--- src/rss_pkg.sv ---
// constants and types for the reset source supervisor
package rss_pkg;

    // ==========================================================
    // register map
    localparam logic [3:0] SUPPLY_MONITOR_CONTROL_OFFSET = 4'h0;
    localparam logic [3:0] RESET_CAUSE_REGISTER_OFFSET = 4'h4;

    // ==========================================================
    // supply monitor control fields
    localparam int CORE_MONITOR_ENABLE_BIT = 7;
    localparam int CORE_SUPPLY_ABOVE_RESET_BIT = 6;
    localparam int CORE_SUPPLY_WARNING_OK_BIT = 5;
    localparam int BATTERY_WARNING_OK_BIT = 4;
    localparam int CORE_WARNING_IRQ_ENABLE_BIT = 3;
    localparam int BATTERY_WARNING_IRQ_ENABLE_BIT = 2;

    // ==========================================================
    // reset cause register fields
    localparam int COMPARATOR_RESET_ENABLE_FLAG_BIT = 5;
    localparam int CLOCK_LOSS_ENABLE_FLAG_BIT = 2;
    localparam int POWER_FAIL_RESET_ENABLE_FLAG_BIT = 1;
    localparam int PIN_RESET_FLAG_BIT = 0;

    // ==========================================================
    // reset values
    localparam logic CORE_MONITOR_ENABLE_RESET = 1'b1;
    localparam logic CORE_WARNING_IRQ_ENABLE_RESET = 1'b1;
    localparam logic BATTERY_WARNING_IRQ_ENABLE_RESET = 1'b0;
    localparam logic POWER_FAIL_SELECT_RESET = 1'b1;
    localparam logic POWER_FAIL_FLAG_RESET = 1'b1;
    localparam logic CLOCK_LOSS_ENABLE_RESET = 1'b0;
    localparam logic COMPARATOR_RESET_ENABLE_RESET = 1'b0;

    // ==========================================================
    // timing
    localparam int SYSCLK_PERIOD_PS = 25000;
    localparam int CLOCK_LOSS_TIME_US = 100;
    localparam logic [12:0] CLOCK_LOSS_CYCLES =
        13'(CLOCK_LOSS_TIME_US * 1000000 / SYSCLK_PERIOD_PS);
    localparam logic [12:0] STUCK_COUNT_MAX = 13'h1fff;
    localparam logic [3:0] RESET_STRETCH_CYCLES = 4'h8;

    // ==========================================================
    // axi responses
    localparam logic [1:0] AXI_RESP_OKAY = 2'h0;
    localparam logic [1:0] AXI_RESP_SLVERR = 2'h2;

    // ==========================================================
    // types
    typedef enum logic [1:0] {
        RSS_RUN = 2'b00,
        RSS_HOLD = 2'b01,
        RSS_RELEASE = 2'b10
    } rss_phase_type;

    typedef enum logic [1:0] {
        RSS_CAUSE_SUPPLY = 2'b00,
        RSS_CAUSE_PIN = 2'b01,
        RSS_CAUSE_CLOCK = 2'b10,
        RSS_CAUSE_COMPARATOR = 2'b11
    } rss_cause_type;

    typedef struct packed {
        logic pin_s1;
        logic pin_s2;
        logic vdd_s1;
        logic vdd_s2;
        logic warn_s1;
        logic warn_s2;
        logic warn_s3;
        logic bat_s1;
        logic bat_s2;
        logic bat_s3;
        logic cmp_s1;
        logic cmp_s2;
        logic mclk_s1;
        logic mclk_s2;
        logic mclk_s3;
        logic [12:0] stuck_cnt;
        logic core_monitor_enable;
        logic core_warning_irq_enable;
        logic battery_warning_irq_enable;
        logic power_fail_select;
        logic clock_loss_enable;
        logic comparator_reset_enable;
        logic pin_reset_flag;
        logic power_fail_flag;
        logic clock_loss_flag;
        logic comparator_flag;
        rss_phase_type phase;
        rss_cause_type cause;
        logic [3:0] stretch;
        logic system_reset;
        logic reset_pin_out;
        logic reset_pin_oe_n;
        logic core_warning_irq;
        logic battery_warning_irq;
        logic awready;
        logic aw_hold;
        logic [3:0] aw_addr;
        logic wready;
        logic w_hold;
        logic [31:0] w_data;
        logic [3:0] w_strb;
        logic bvalid;
        logic [1:0] bresp;
        logic arready;
        logic rvalid;
        logic [31:0] rdata;
        logic [1:0] rresp;
    } rss_state_type;

endpackage : rss_pkg

--- src/rss_reset_source_supervisor.sv ---
// reset source supervisor: supply monitor, pin, clock loss and comparator resets
//
// Implementation choices: register access over AXI4-Lite and the address map.
`timescale 1ns/1ps
`default_nettype none

module rss_reset_source_supervisor #(
    parameter bit HAS_BATTERY_MONITOR = 1'b0
) (
    input wire logic aclk,
    input wire logic aresetn,
    input wire logic [3:0] s_axi_awaddr,
    input wire logic s_axi_awvalid,
    output logic s_axi_awready,
    input wire logic [31:0] s_axi_wdata,
    input wire logic [3:0] s_axi_wstrb,
    input wire logic s_axi_wvalid,
    output logic s_axi_wready,
    output logic [1:0] s_axi_bresp,
    output logic s_axi_bvalid,
    input wire logic s_axi_bready,
    input wire logic [3:0] s_axi_araddr,
    input wire logic s_axi_arvalid,
    output logic s_axi_arready,
    output logic [31:0] s_axi_rdata,
    output logic [1:0] s_axi_rresp,
    output logic s_axi_rvalid,
    input wire logic s_axi_rready,
    input wire logic reset_pin_in,
    output logic reset_pin_out,
    output logic reset_pin_oe_n,
    input wire logic core_supply_above_reset,
    input wire logic core_supply_warning_ok,
    input wire logic battery_warning_ok,
    input wire logic comparator_output,
    input wire logic monitored_clock,
    input wire logic low_power_mode,
    input wire logic comparator_wake_enable,
    output logic system_reset,
    output logic core_warning_irq,
    output logic battery_warning_irq
);

    rss_pkg::rss_state_type s;
    rss_pkg::rss_state_type next_s;

    // ==========================================================
    // request and register helpers
    logic req_supply;
    logic req_pin;
    logic req_clock;
    logic req_cmp;
    logic any_req;
    logic core_ie_eff;
    logic bat_ie_eff;
    logic [7:0] control_read;
    logic [7:0] cause_read;
    logic [31:0] read_word;
    logic read_hit;
    logic write_hit_ctrl;
    logic write_hit_cause;

    // effective interrupt enables per variant
    assign core_ie_eff = s.core_warning_irq_enable | ~HAS_BATTERY_MONITOR;
    assign bat_ie_eff = s.battery_warning_irq_enable & HAS_BATTERY_MONITOR;

    // reset requests from synchronised sources
    assign req_supply = s.core_monitor_enable & s.power_fail_select
        & ~s.vdd_s2 & ~low_power_mode;
    assign req_pin = ~s.pin_s2
        & ~(s.phase == rss_pkg::RSS_HOLD && s.cause == rss_pkg::RSS_CAUSE_SUPPLY);
    assign req_clock = s.clock_loss_enable & ~low_power_mode
        & (s.stuck_cnt > rss_pkg::CLOCK_LOSS_CYCLES);
    assign req_cmp = s.comparator_reset_enable & ~s.cmp_s2
        & (~low_power_mode | comparator_wake_enable);
    assign any_req = req_supply | req_pin | req_clock | req_cmp;

    // readable register images
    assign control_read = {
        s.core_monitor_enable,
        s.vdd_s2,
        s.warn_s2,
        s.bat_s2 & HAS_BATTERY_MONITOR,
        s.core_warning_irq_enable,
        s.battery_warning_irq_enable,
        2'h0
    };
    assign cause_read = {
        2'h0,
        s.comparator_flag,
        2'h0,
        s.clock_loss_flag,
        s.power_fail_flag,
        s.pin_reset_flag
    };

    // read decode
    always_comb begin
        read_hit = 1'b1;
        read_word = 32'h0;
        if (s_axi_araddr == rss_pkg::SUPPLY_MONITOR_CONTROL_OFFSET) begin
            read_word = {24'h0, control_read};
        end else if (s_axi_araddr == rss_pkg::RESET_CAUSE_REGISTER_OFFSET) begin
            read_word = {24'h0, cause_read};
        end else begin
            read_hit = 1'b0;
        end
    end

    // write decode on held address
    assign write_hit_ctrl = s.aw_addr == rss_pkg::SUPPLY_MONITOR_CONTROL_OFFSET;
    assign write_hit_cause = s.aw_addr == rss_pkg::RESET_CAUSE_REGISTER_OFFSET;

    // ==========================================================
    // next state
    always_comb begin
        next_s = s;

        // two-stage synchronisers, third stage for edge detection
        next_s.pin_s1 = reset_pin_in;
        next_s.pin_s2 = s.pin_s1;
        next_s.vdd_s1 = core_supply_above_reset;
        next_s.vdd_s2 = s.vdd_s1;
        next_s.warn_s1 = core_supply_warning_ok;
        next_s.warn_s2 = s.warn_s1;
        next_s.warn_s3 = s.warn_s2;
        next_s.bat_s1 = battery_warning_ok;
        next_s.bat_s2 = s.bat_s1;
        next_s.bat_s3 = s.bat_s2;
        next_s.cmp_s1 = comparator_output;
        next_s.cmp_s2 = s.cmp_s1;
        next_s.mclk_s1 = monitored_clock;
        next_s.mclk_s2 = s.mclk_s1;
        next_s.mclk_s3 = s.mclk_s2;

        // count cycles since the monitored clock last changed level
        if (s.mclk_s2 != s.mclk_s3) begin
            next_s.stuck_cnt = 13'h0;
        end else if (s.stuck_cnt != rss_pkg::STUCK_COUNT_MAX) begin
            next_s.stuck_cnt = s.stuck_cnt + 13'h1;
        end

        // warning interrupts on falling status
        next_s.core_warning_irq = s.warn_s3 & ~s.warn_s2 & core_ie_eff;
        next_s.battery_warning_irq = s.bat_s3 & ~s.bat_s2 & bat_ie_eff;

        // write channel capture
        if (s_axi_awvalid && s.awready) begin
            next_s.aw_hold = 1'b1;
            next_s.aw_addr = s_axi_awaddr;
        end
        if (s_axi_wvalid && s.wready) begin
            next_s.w_hold = 1'b1;
            next_s.w_data = s_axi_wdata;
            next_s.w_strb = s_axi_wstrb;
        end
        if (s.bvalid && s_axi_bready) begin
            next_s.bvalid = 1'b0;
        end

        // perform write once address and data are both held
        if (s.aw_hold && s.w_hold && !s.bvalid) begin
            next_s.aw_hold = 1'b0;
            next_s.w_hold = 1'b0;
            next_s.bvalid = 1'b1;
            next_s.bresp = (write_hit_ctrl || write_hit_cause)
                ? rss_pkg::AXI_RESP_OKAY : rss_pkg::AXI_RESP_SLVERR;
            if (write_hit_ctrl && s.w_strb[0]) begin
                next_s.core_monitor_enable =
                    s.w_data[rss_pkg::CORE_MONITOR_ENABLE_BIT];
                next_s.core_warning_irq_enable =
                    s.w_data[rss_pkg::CORE_WARNING_IRQ_ENABLE_BIT];
                next_s.battery_warning_irq_enable =
                    s.w_data[rss_pkg::BATTERY_WARNING_IRQ_ENABLE_BIT];
            end
            if (write_hit_cause && s.w_strb[0]) begin
                next_s.power_fail_select =
                    s.w_data[rss_pkg::POWER_FAIL_RESET_ENABLE_FLAG_BIT];
                next_s.clock_loss_enable =
                    s.w_data[rss_pkg::CLOCK_LOSS_ENABLE_FLAG_BIT];
                next_s.comparator_reset_enable =
                    s.w_data[rss_pkg::COMPARATOR_RESET_ENABLE_FLAG_BIT];
            end
        end
        next_s.awready = !next_s.aw_hold && !next_s.bvalid;
        next_s.wready = !next_s.w_hold && !next_s.bvalid;

        // read channel
        if (s.rvalid && s_axi_rready) begin
            next_s.rvalid = 1'b0;
        end
        if (s_axi_arvalid && s.arready) begin
            next_s.rvalid = 1'b1;
            next_s.rdata = read_word;
            next_s.rresp = read_hit ? rss_pkg::AXI_RESP_OKAY : rss_pkg::AXI_RESP_SLVERR;
        end
        next_s.arready = !next_s.rvalid;

        // reset sequencing
        unique case (s.phase)
            rss_pkg::RSS_RUN: begin
                if (any_req) begin
                    next_s.phase = rss_pkg::RSS_HOLD;
                    next_s.stretch = rss_pkg::RESET_STRETCH_CYCLES;
                    if (req_supply) begin
                        next_s.cause = rss_pkg::RSS_CAUSE_SUPPLY;
                    end else if (req_pin) begin
                        next_s.cause = rss_pkg::RSS_CAUSE_PIN;
                    end else if (req_clock) begin
                        next_s.cause = rss_pkg::RSS_CAUSE_CLOCK;
                    end else begin
                        next_s.cause = rss_pkg::RSS_CAUSE_COMPARATOR;
                    end
                end
            end
            rss_pkg::RSS_HOLD: begin
                if (any_req) begin
                    next_s.stretch = rss_pkg::RESET_STRETCH_CYCLES;
                end else if (s.stretch != 4'h0) begin
                    next_s.stretch = s.stretch - 4'h1;
                end else begin
                    next_s.phase = rss_pkg::RSS_RELEASE;
                end
            end
            rss_pkg::RSS_RELEASE: begin
                // cause flags written on exit, hardware over software
                next_s.pin_reset_flag = s.cause == rss_pkg::RSS_CAUSE_PIN;
                next_s.clock_loss_flag = s.cause == rss_pkg::RSS_CAUSE_CLOCK;
                next_s.comparator_flag = s.cause == rss_pkg::RSS_CAUSE_COMPARATOR;
                next_s.power_fail_flag = s.cause == rss_pkg::RSS_CAUSE_SUPPLY;
                if (s.cause == rss_pkg::RSS_CAUSE_SUPPLY) begin
                    next_s.core_monitor_enable = 1'b1;
                    next_s.power_fail_select = 1'b1;
                end
                next_s.phase = rss_pkg::RSS_RUN;
            end
            default: begin
                next_s.phase = rss_pkg::RSS_RUN;
            end
        endcase

        // registered outputs
        next_s.system_reset = next_s.phase != rss_pkg::RSS_RUN;
        next_s.reset_pin_out = 1'b0;
        next_s.reset_pin_oe_n = !(next_s.phase == rss_pkg::RSS_HOLD
            && next_s.cause == rss_pkg::RSS_CAUSE_SUPPLY && req_supply);
    end

    // ==========================================================
    // state register
    always_ff @(posedge aclk) begin
        if (!aresetn) begin
            s <= '0;
            s.pin_s1 <= 1'b1;
            s.pin_s2 <= 1'b1;
            s.vdd_s1 <= 1'b1;
            s.vdd_s2 <= 1'b1;
            s.warn_s1 <= 1'b1;
            s.warn_s2 <= 1'b1;
            s.warn_s3 <= 1'b1;
            s.bat_s1 <= 1'b1;
            s.bat_s2 <= 1'b1;
            s.bat_s3 <= 1'b1;
            s.cmp_s1 <= 1'b1;
            s.cmp_s2 <= 1'b1;
            s.core_monitor_enable <= rss_pkg::CORE_MONITOR_ENABLE_RESET;
            s.core_warning_irq_enable <= rss_pkg::CORE_WARNING_IRQ_ENABLE_RESET;
            s.battery_warning_irq_enable <= rss_pkg::BATTERY_WARNING_IRQ_ENABLE_RESET;
            s.power_fail_select <= rss_pkg::POWER_FAIL_SELECT_RESET;
            s.power_fail_flag <= rss_pkg::POWER_FAIL_FLAG_RESET;
            s.clock_loss_enable <= rss_pkg::CLOCK_LOSS_ENABLE_RESET;
            s.comparator_reset_enable <= rss_pkg::COMPARATOR_RESET_ENABLE_RESET;
            s.phase <= rss_pkg::RSS_RUN;
            s.cause <= rss_pkg::RSS_CAUSE_SUPPLY;
            s.reset_pin_oe_n <= 1'b1;
            s.awready <= 1'b1;
            s.wready <= 1'b1;
            s.arready <= 1'b1;
        end else begin
            s <= next_s;
        end
    end

    // ==========================================================
    // outputs straight from the state register
    assign s_axi_awready = s.awready;
    assign s_axi_wready = s.wready;
    assign s_axi_bvalid = s.bvalid;
    assign s_axi_bresp = s.bresp;
    assign s_axi_arready = s.arready;
    assign s_axi_rvalid = s.rvalid;
    assign s_axi_rdata = s.rdata;
    assign s_axi_rresp = s.rresp;
    assign reset_pin_out = s.reset_pin_out;
    assign reset_pin_oe_n = s.reset_pin_oe_n;
    assign system_reset = s.system_reset;
    assign core_warning_irq = s.core_warning_irq;
    assign battery_warning_irq = s.battery_warning_irq;

endmodule : rss_reset_source_supervisor

`default_nettype wire

--- config.mk ---
export PLATFORM = sky130hd
export DESIGN_NAME = rss_reset_source_supervisor
export DESIGN_NICKNAME = d
export VERILOG_FILES = /design/src/rss_pkg.sv /design/src/rss_reset_source_supervisor.sv
export SDC_FILE = /design/constraint.sdc
export NUM_CORES = 1
export LEC_CHECK = 0
export BUFFER_PORTS_ARGS = -buffer_cell sky130_fd_sc_hd__buf_4
export CORE_AREA = 2 2 71 87
export CTS_BUF_LIST = sky130_fd_sc_hd__clkbuf_8
export DETAILED_ROUTE_END_ITERATION = 12
export DIE_AREA = 0 0 73 89
export PLACE_DENSITY = 0.91
export SYNTH_ARGS = -nofsm -noshare
export SYNTH_HDL_FRONTEND = slang
export SYNTH_SLANG_ARGS = --single-unit
--- constraint.sdc ---
create_clock -name aclk -period 4.4 [get_ports aclk]
set_input_delay 0.44 -clock aclk [delete_from_list [all_inputs] [get_ports aclk]]
set_output_delay 0.44 -clock aclk [all_outputs]
set_load 0.03 [all_outputs]
## After elaboration in Yosys (flattened, before gate mapping)

Cells that the tools add are included.
Widths: inputs -> output; s select.

| storage, ports and cells | value |
|---|---|
| bits of input ports | 59 |
| output and inout port bits | 46 |
| word-level logic and storage cells | 144 |
| bits in registers | 131 |

| cells by class | value |
|---|---|
| reduce and logical (&&, ||, !) cells | 33 |
| magnitude comparators | 1 |
| bitwise operators | 20 |
| equal/unequal tests | 12 |
| muxes and demuxes | 32 |
| add/subtract/negate cells | 2 |

Operators by type and width:

| cell | count |
|---|---|
| $mux 37 | 1 |
| $mux 35 | 1 |
| $mux 32 | 1 |
| $logic_and 1x1->1 | 14 |
| $mux 2 | 7 |
| $add 13x1->13 const B | 1 |
| $gt 13x12->1 const B | 1 |
| $ne 13x13->1 const B | 1 |
| $mux 6 | 2 |
| $mux 1 | 11 |
| $and 1x1->1 | 9 |
| $mux 3 | 3 |
| $eq 4x3->1 const B | 2 |
| $logic_not 4->1 | 2 |
| $mux 4 | 2 |
| $mux 8 | 1 |
| $pmux 4 s2 | 1 |
| $not 1->1 | 7 |
| $eq 2x1->1 const B | 3 |
| $eq 2x2->1 const B | 3 |
| $logic_not 1->1 | 6 |
| $logic_not 2->1 | 3 |
| $mux 5 | 1 |
| $or 1x1->1 | 4 |
| other kinds (11) | 13 |

## Logic depth before layout (Yosys ltp)

| logic depth | value |
|---|---|
| depth after elaboration | 13 |
| gate-level depth with buffers | 8 |
| depth with buffers taken out | 7 |

## Worst setup path before layout

OpenSTA, ideal clock, no wires.

| timing | value |
|---|---|
| kind | reg-to-reg |
| start point | register s[106] (netlist name) |
| end point | register s[93] (netlist name) |
| slack | 2.554 ns |
| arrival time | 1.775 ns |
| stages on the path, launching flop included | 9 |
| path buffers | 1 |
| required time | 4.329 ns |
| clock period less this slack | 1.846 ns |
| library setup time | 0.071 ns |
| path through | dfxtp_1 > inv_1 > ha_1 > nor4b_1 > a31oi_1 > a2111oi_2 > buf_4 > or4_1 > a21oi_1 |

| between the ends | value |
|---|---|
| longest elaborated chain between the ends | 6 |

Ends and longest elaborated chain:

| what | line | source |
|---|---|---|
| from (decl) | rss_reset_source_supervisor.sv:44 | `rss_pkg::rss_state_type s;` |
| $gt 13x12->1 | rss_reset_source_supervisor.sv:73 | `& (s.stuck_cnt > rss_pkg::CLOCK_LOSS_CYCLES);` |
| $and 1x1->1 | rss_reset_source_supervisor.sv:73 |  |
| $or 1x1->1 (2 in series) | rss_reset_source_supervisor.sv:76 | `assign any_req = req_supply \| req_pin \| req_clock \| req_cmp;` |
| $mux 8 | rss_reset_source_supervisor.sv:202 | `if (any_req) begin` |
| $mux 2 | rss_reset_source_supervisor.sv:200 | `unique case (s.phase)` |

Every way passes these cells. The select of a mux whose other input is x is not followed.
A chain may end at the register's enable or synchronous reset.

## Worst setup path in the final report

| timing | value |
|---|---|
| start point | register s[106] (netlist name) |
| end point | register s[91] (netlist name) |

| between the ends | value |
|---|---|
| longest elaborated chain between the ends | 6 |
| elaborated cells on any way between the ends | 9 |
| those cells by class | order compare (1); eq/ne (2); mux (2); bitwise (3); reduce/logical (1) |

Ends and longest elaborated chain:

| what | line |
|---|---|
| $gt 13x12->1 * | rss_reset_source_supervisor.sv:73 |
| $and 1x1->1 * | rss_reset_source_supervisor.sv:73 |
| $or 1x1->1 * (2 in series) | rss_reset_source_supervisor.sv:76 |
| $ne 3x2->1 (no source line), or another cell as far along | - |
| $reduce_and 3->1 (no source line) or $pmux 4 s2 (tied branches) | - |

Mark *: on every way between the ends. The rest lies on a longest branch, timed or not.

==> metrics.yaml <==
place:
  pre_cts_ws_ns: 1.928
  place_hpwl_mm: 3.999
  place_inst: 442
  gp_congestion: 0.8741
  io_buffers: 44
clocking:
  cts_root_buf: "clkbuf_8"
  clk_path_buf_depth: 2
  numCtsBuffers: 9
  htreeDepth: 3
  holdBufCountCts: 0
  cts_sinks: 72
  clk_latency_ns: 0.36
  clk_pin_slew_ns: 0.08
  cts_tree: "yes"
  cts_resized: 0
  cts_setup_buffers: 0
setup_path:
  path_class: "reg2reg"
  reg2reg_depth: 7
  start_kind: "register"
  reg2reg_from: "s[106]"
  endpoint_kind: "register"
  arrival_ns: 2.72
  regToRegSetupSlack_ns: 1.93
  r2r-end: "s[91]"
  crit_required_ns: 4.65
  critPathMaxFanout: 11
yosys:
  ys.flop_type: "dfxtp_1"
  ys_ff_latch: 72
  synthMuxAreaShare_pct: 2.585
  synth_top_cell_area_share_pct: 46.53
  synthAdderAreaFrac_pct: 1.616
  synth_area_leaders: "dfxtp_1 47%, buf_4 9.5%, nand2_1 5.5%"
  syn_avg_cell_area_um2: 8.751
  synth-compound-area-share_pct: 10.22
  synth-edff-count: 0
  synth_area_leader_cell: "dfxtp_1"
  ys_types: 48
  post_synth_xor_area_fraction_pct: 2.827
  synth_top_family_by_area: "simple AND/OR/NAND/NOR gates"
  async_reset_ff_share_pct: 0
  synth_simple_gate_area_share_pct: 23.87
  synth_seq_area_share_pct: 46.53
  syn_area_um2: 3098
  syn_inst: 354
  yosysWarnings: 0
route:
  totalWireLength_mm: 5.838
  route.detailed.drc: 0
  drt_iter0_markers: 120
  first_pass_iters: 4
  postRouteAntennaNets: 0
  wl_per_cell_um: 12.75
  vias: 2390
  via_per_inst: 5.218
timing:
  setup_tns_ns: 0
  worst_slack_ns: 1.929
  max_slew_margin_pct: 34.02
  whs_ns: 0.2669
  fin_crit_ns: 2.471
  finalHoldViolCount: 0
  worst_pin_slew_ns: 0.9886
  fmaxAchievable_ghz: 0.4046
  finalClockSkew_ns: 0.01191
  setup_violations: 0
  drv_slew: 0
  fin_crit_sh_pct: 56.17
  grt_setup_unrepaired: "false"
global_routing:
  grt_max_degree: 33
  grt_overflow: 0
  grt_usage_pct: 18.90
  grt_pass1_vias: 2255
  antenna_found_initial: 0
  grt_first_pass_wirelength_mm: 9.522
floorplanning:
  dieHeight_um: 89
  start_util_pct: 55.39
  die_x_um: 73
  num_rows: 30
  die_area_um2: 6497
  pin_count: 105
  core-area_um2: 5593
worst_hold_path:
  whs_path_depth: 2
  hold-path-endpoint: "next_s[130]"
  min_from: "core_supply_above_reset"
  min_path_type: "in2reg"
final_layout:
  layoutNonFillerInstCount: 458
  antenna_cells: 0
  drive_gt1_share_pct: 18.02
  fin_util_pct: 62.26
  final_nets: 452
  syn_to_final_growth_pct: 12.40
power:
  power_density_nw_per_um2: 395.2
  total_leakage_power_nw: 1.490
  ir_drop_uv: 274.0
flow_run:
  drv_cap: 0
outcome:
  outcome: "completed"
-- cell families after synthesis --
| logic type | after synthesis |
|---|---|
| other | 1 |
| adders and majority gates | 4 |
| DFF | 72 |
| AOI/OAI and AO/OA | 52 |
| xor gates and xnor gates | 10 |
| and+or+nand+nor | 147 |
| muxes | 8 |
| buffers and inverters | 60 |
-- Yosys cell counts, types with 3 or more instances --
| master | n |
|---|---|
| o21ai_0 | 4 |
| clkbuf_1 | 8 |
| nand2_1 | 45 |
| xnor2_1 | 5 |
| nor4b_1 | 3 |
| a31oi_1 | 4 |
| and2_1 | 4 |
| nand2b_1 | 12 |
| inv_1 | 12 |
| ha_1 | 4 |
| a211oi_1 | 3 |
| a21oi_1 | 30 |
| mux2i_1 | 8 |
| nor3_1 | 6 |
| nor2_1 | 38 |
| dfxtp_1 | 72 |
| buf_4 | 39 |
| nand3_1 | 11 |
| nand4_1 | 5 |
| xor2_1 | 5 |
-- final cells by class --
cell class | count | area [um^2]
clock buffers | 9 | 123.9
clock inverters | 7 | 78.83
fillers | 463 | 2111
inverters | 12 | 45.04
multi-input cells | 250 | 1383
flip-flops and latches | 72 | 1441
well taps | 64 | 80.08
repair buffers | 44 | 330.3
-- registers in the layout (all words and copies together) (netlist names), 4 cells and up --
signal        count
cause_read        4
control_read      5
next_s            6
s                40
s_axi_rdata       7
-- critical path, cell delays in order, from the launching register on --
cell and delay, ns:
dfxtp_1 0.33, inv_1 0.10, ha_1 0.14, nor4b_1 0.28, a31oi_1 0.19, a2111oi_2 0.92
a21boi_0 0.20, o21a_1 0.22
-- placed cells by master, fill, tap and decap left out, drive strengths merged, types with 5 or more instances in the layout --
cell and count:
nand3 11, conb 29, o21ai 5, a21oi 30
nor3 6, xnor2 5, mux2i 8, nor2 38
nand2 45, xor2 5, clkbuf 9, nand2b 12
dfxtp 72, nand4 5, inv 14, buf 44
-- how the worst max path moves through the flow --
| stage | from | endpoint | slack (ns) | depth (start not counted) |
|---|---|---|---|---|
| 6_report | s[106] | s[91] | 1.93 | 7 |
| 5_1_grt | s[106] | s[88] | 1.65 | 7 |
| 4_1_cts | s[106] | s[91] | 1.91 | 7 |
| 3_5_place_dp | s[106] | s[91] | 1.93 | 7 |
| 3_3_place_gp | s[106] | s[91] | 2.02 | 7 |
| 2_1_floorplan | s[106] | s[93] | 2.55 | 8 |
-- power breakdown --
part / internal [mW] / leakage (nW) / switching, mW
sequential: 0.678 / 0.588 / 0.0170
combinational: 0.0511 / 0.798 / 0.102
clock: 0.267 / 0.104 / 0.260
-- stage by stage --
| step | cell area (um^2) | total power, mW |
|---|---|---|
| 2_1_floorplan | 3203 | 0.8375 |
| 3_3_place_gp | 3279 | 0.8567 |
| 3_5_place_dp | 3279 | 0.8621 |
| 4_1_cts | 3482 | 1.381 |
| 5_1_grt | 3482 | 1.421 |
| 6_report | 3482 | 1.376 |
-- routing by layer --
layer	global-route usage (%)	up-vias	share of wire [%]
li1	-	1195	-
met1	20.55	1117	40
met2	33.17	66	53
met3	3.495	12	4.1
met4	12.63	0	2.8
met5	0	-	0
Power figures use the tool's default switching activity.
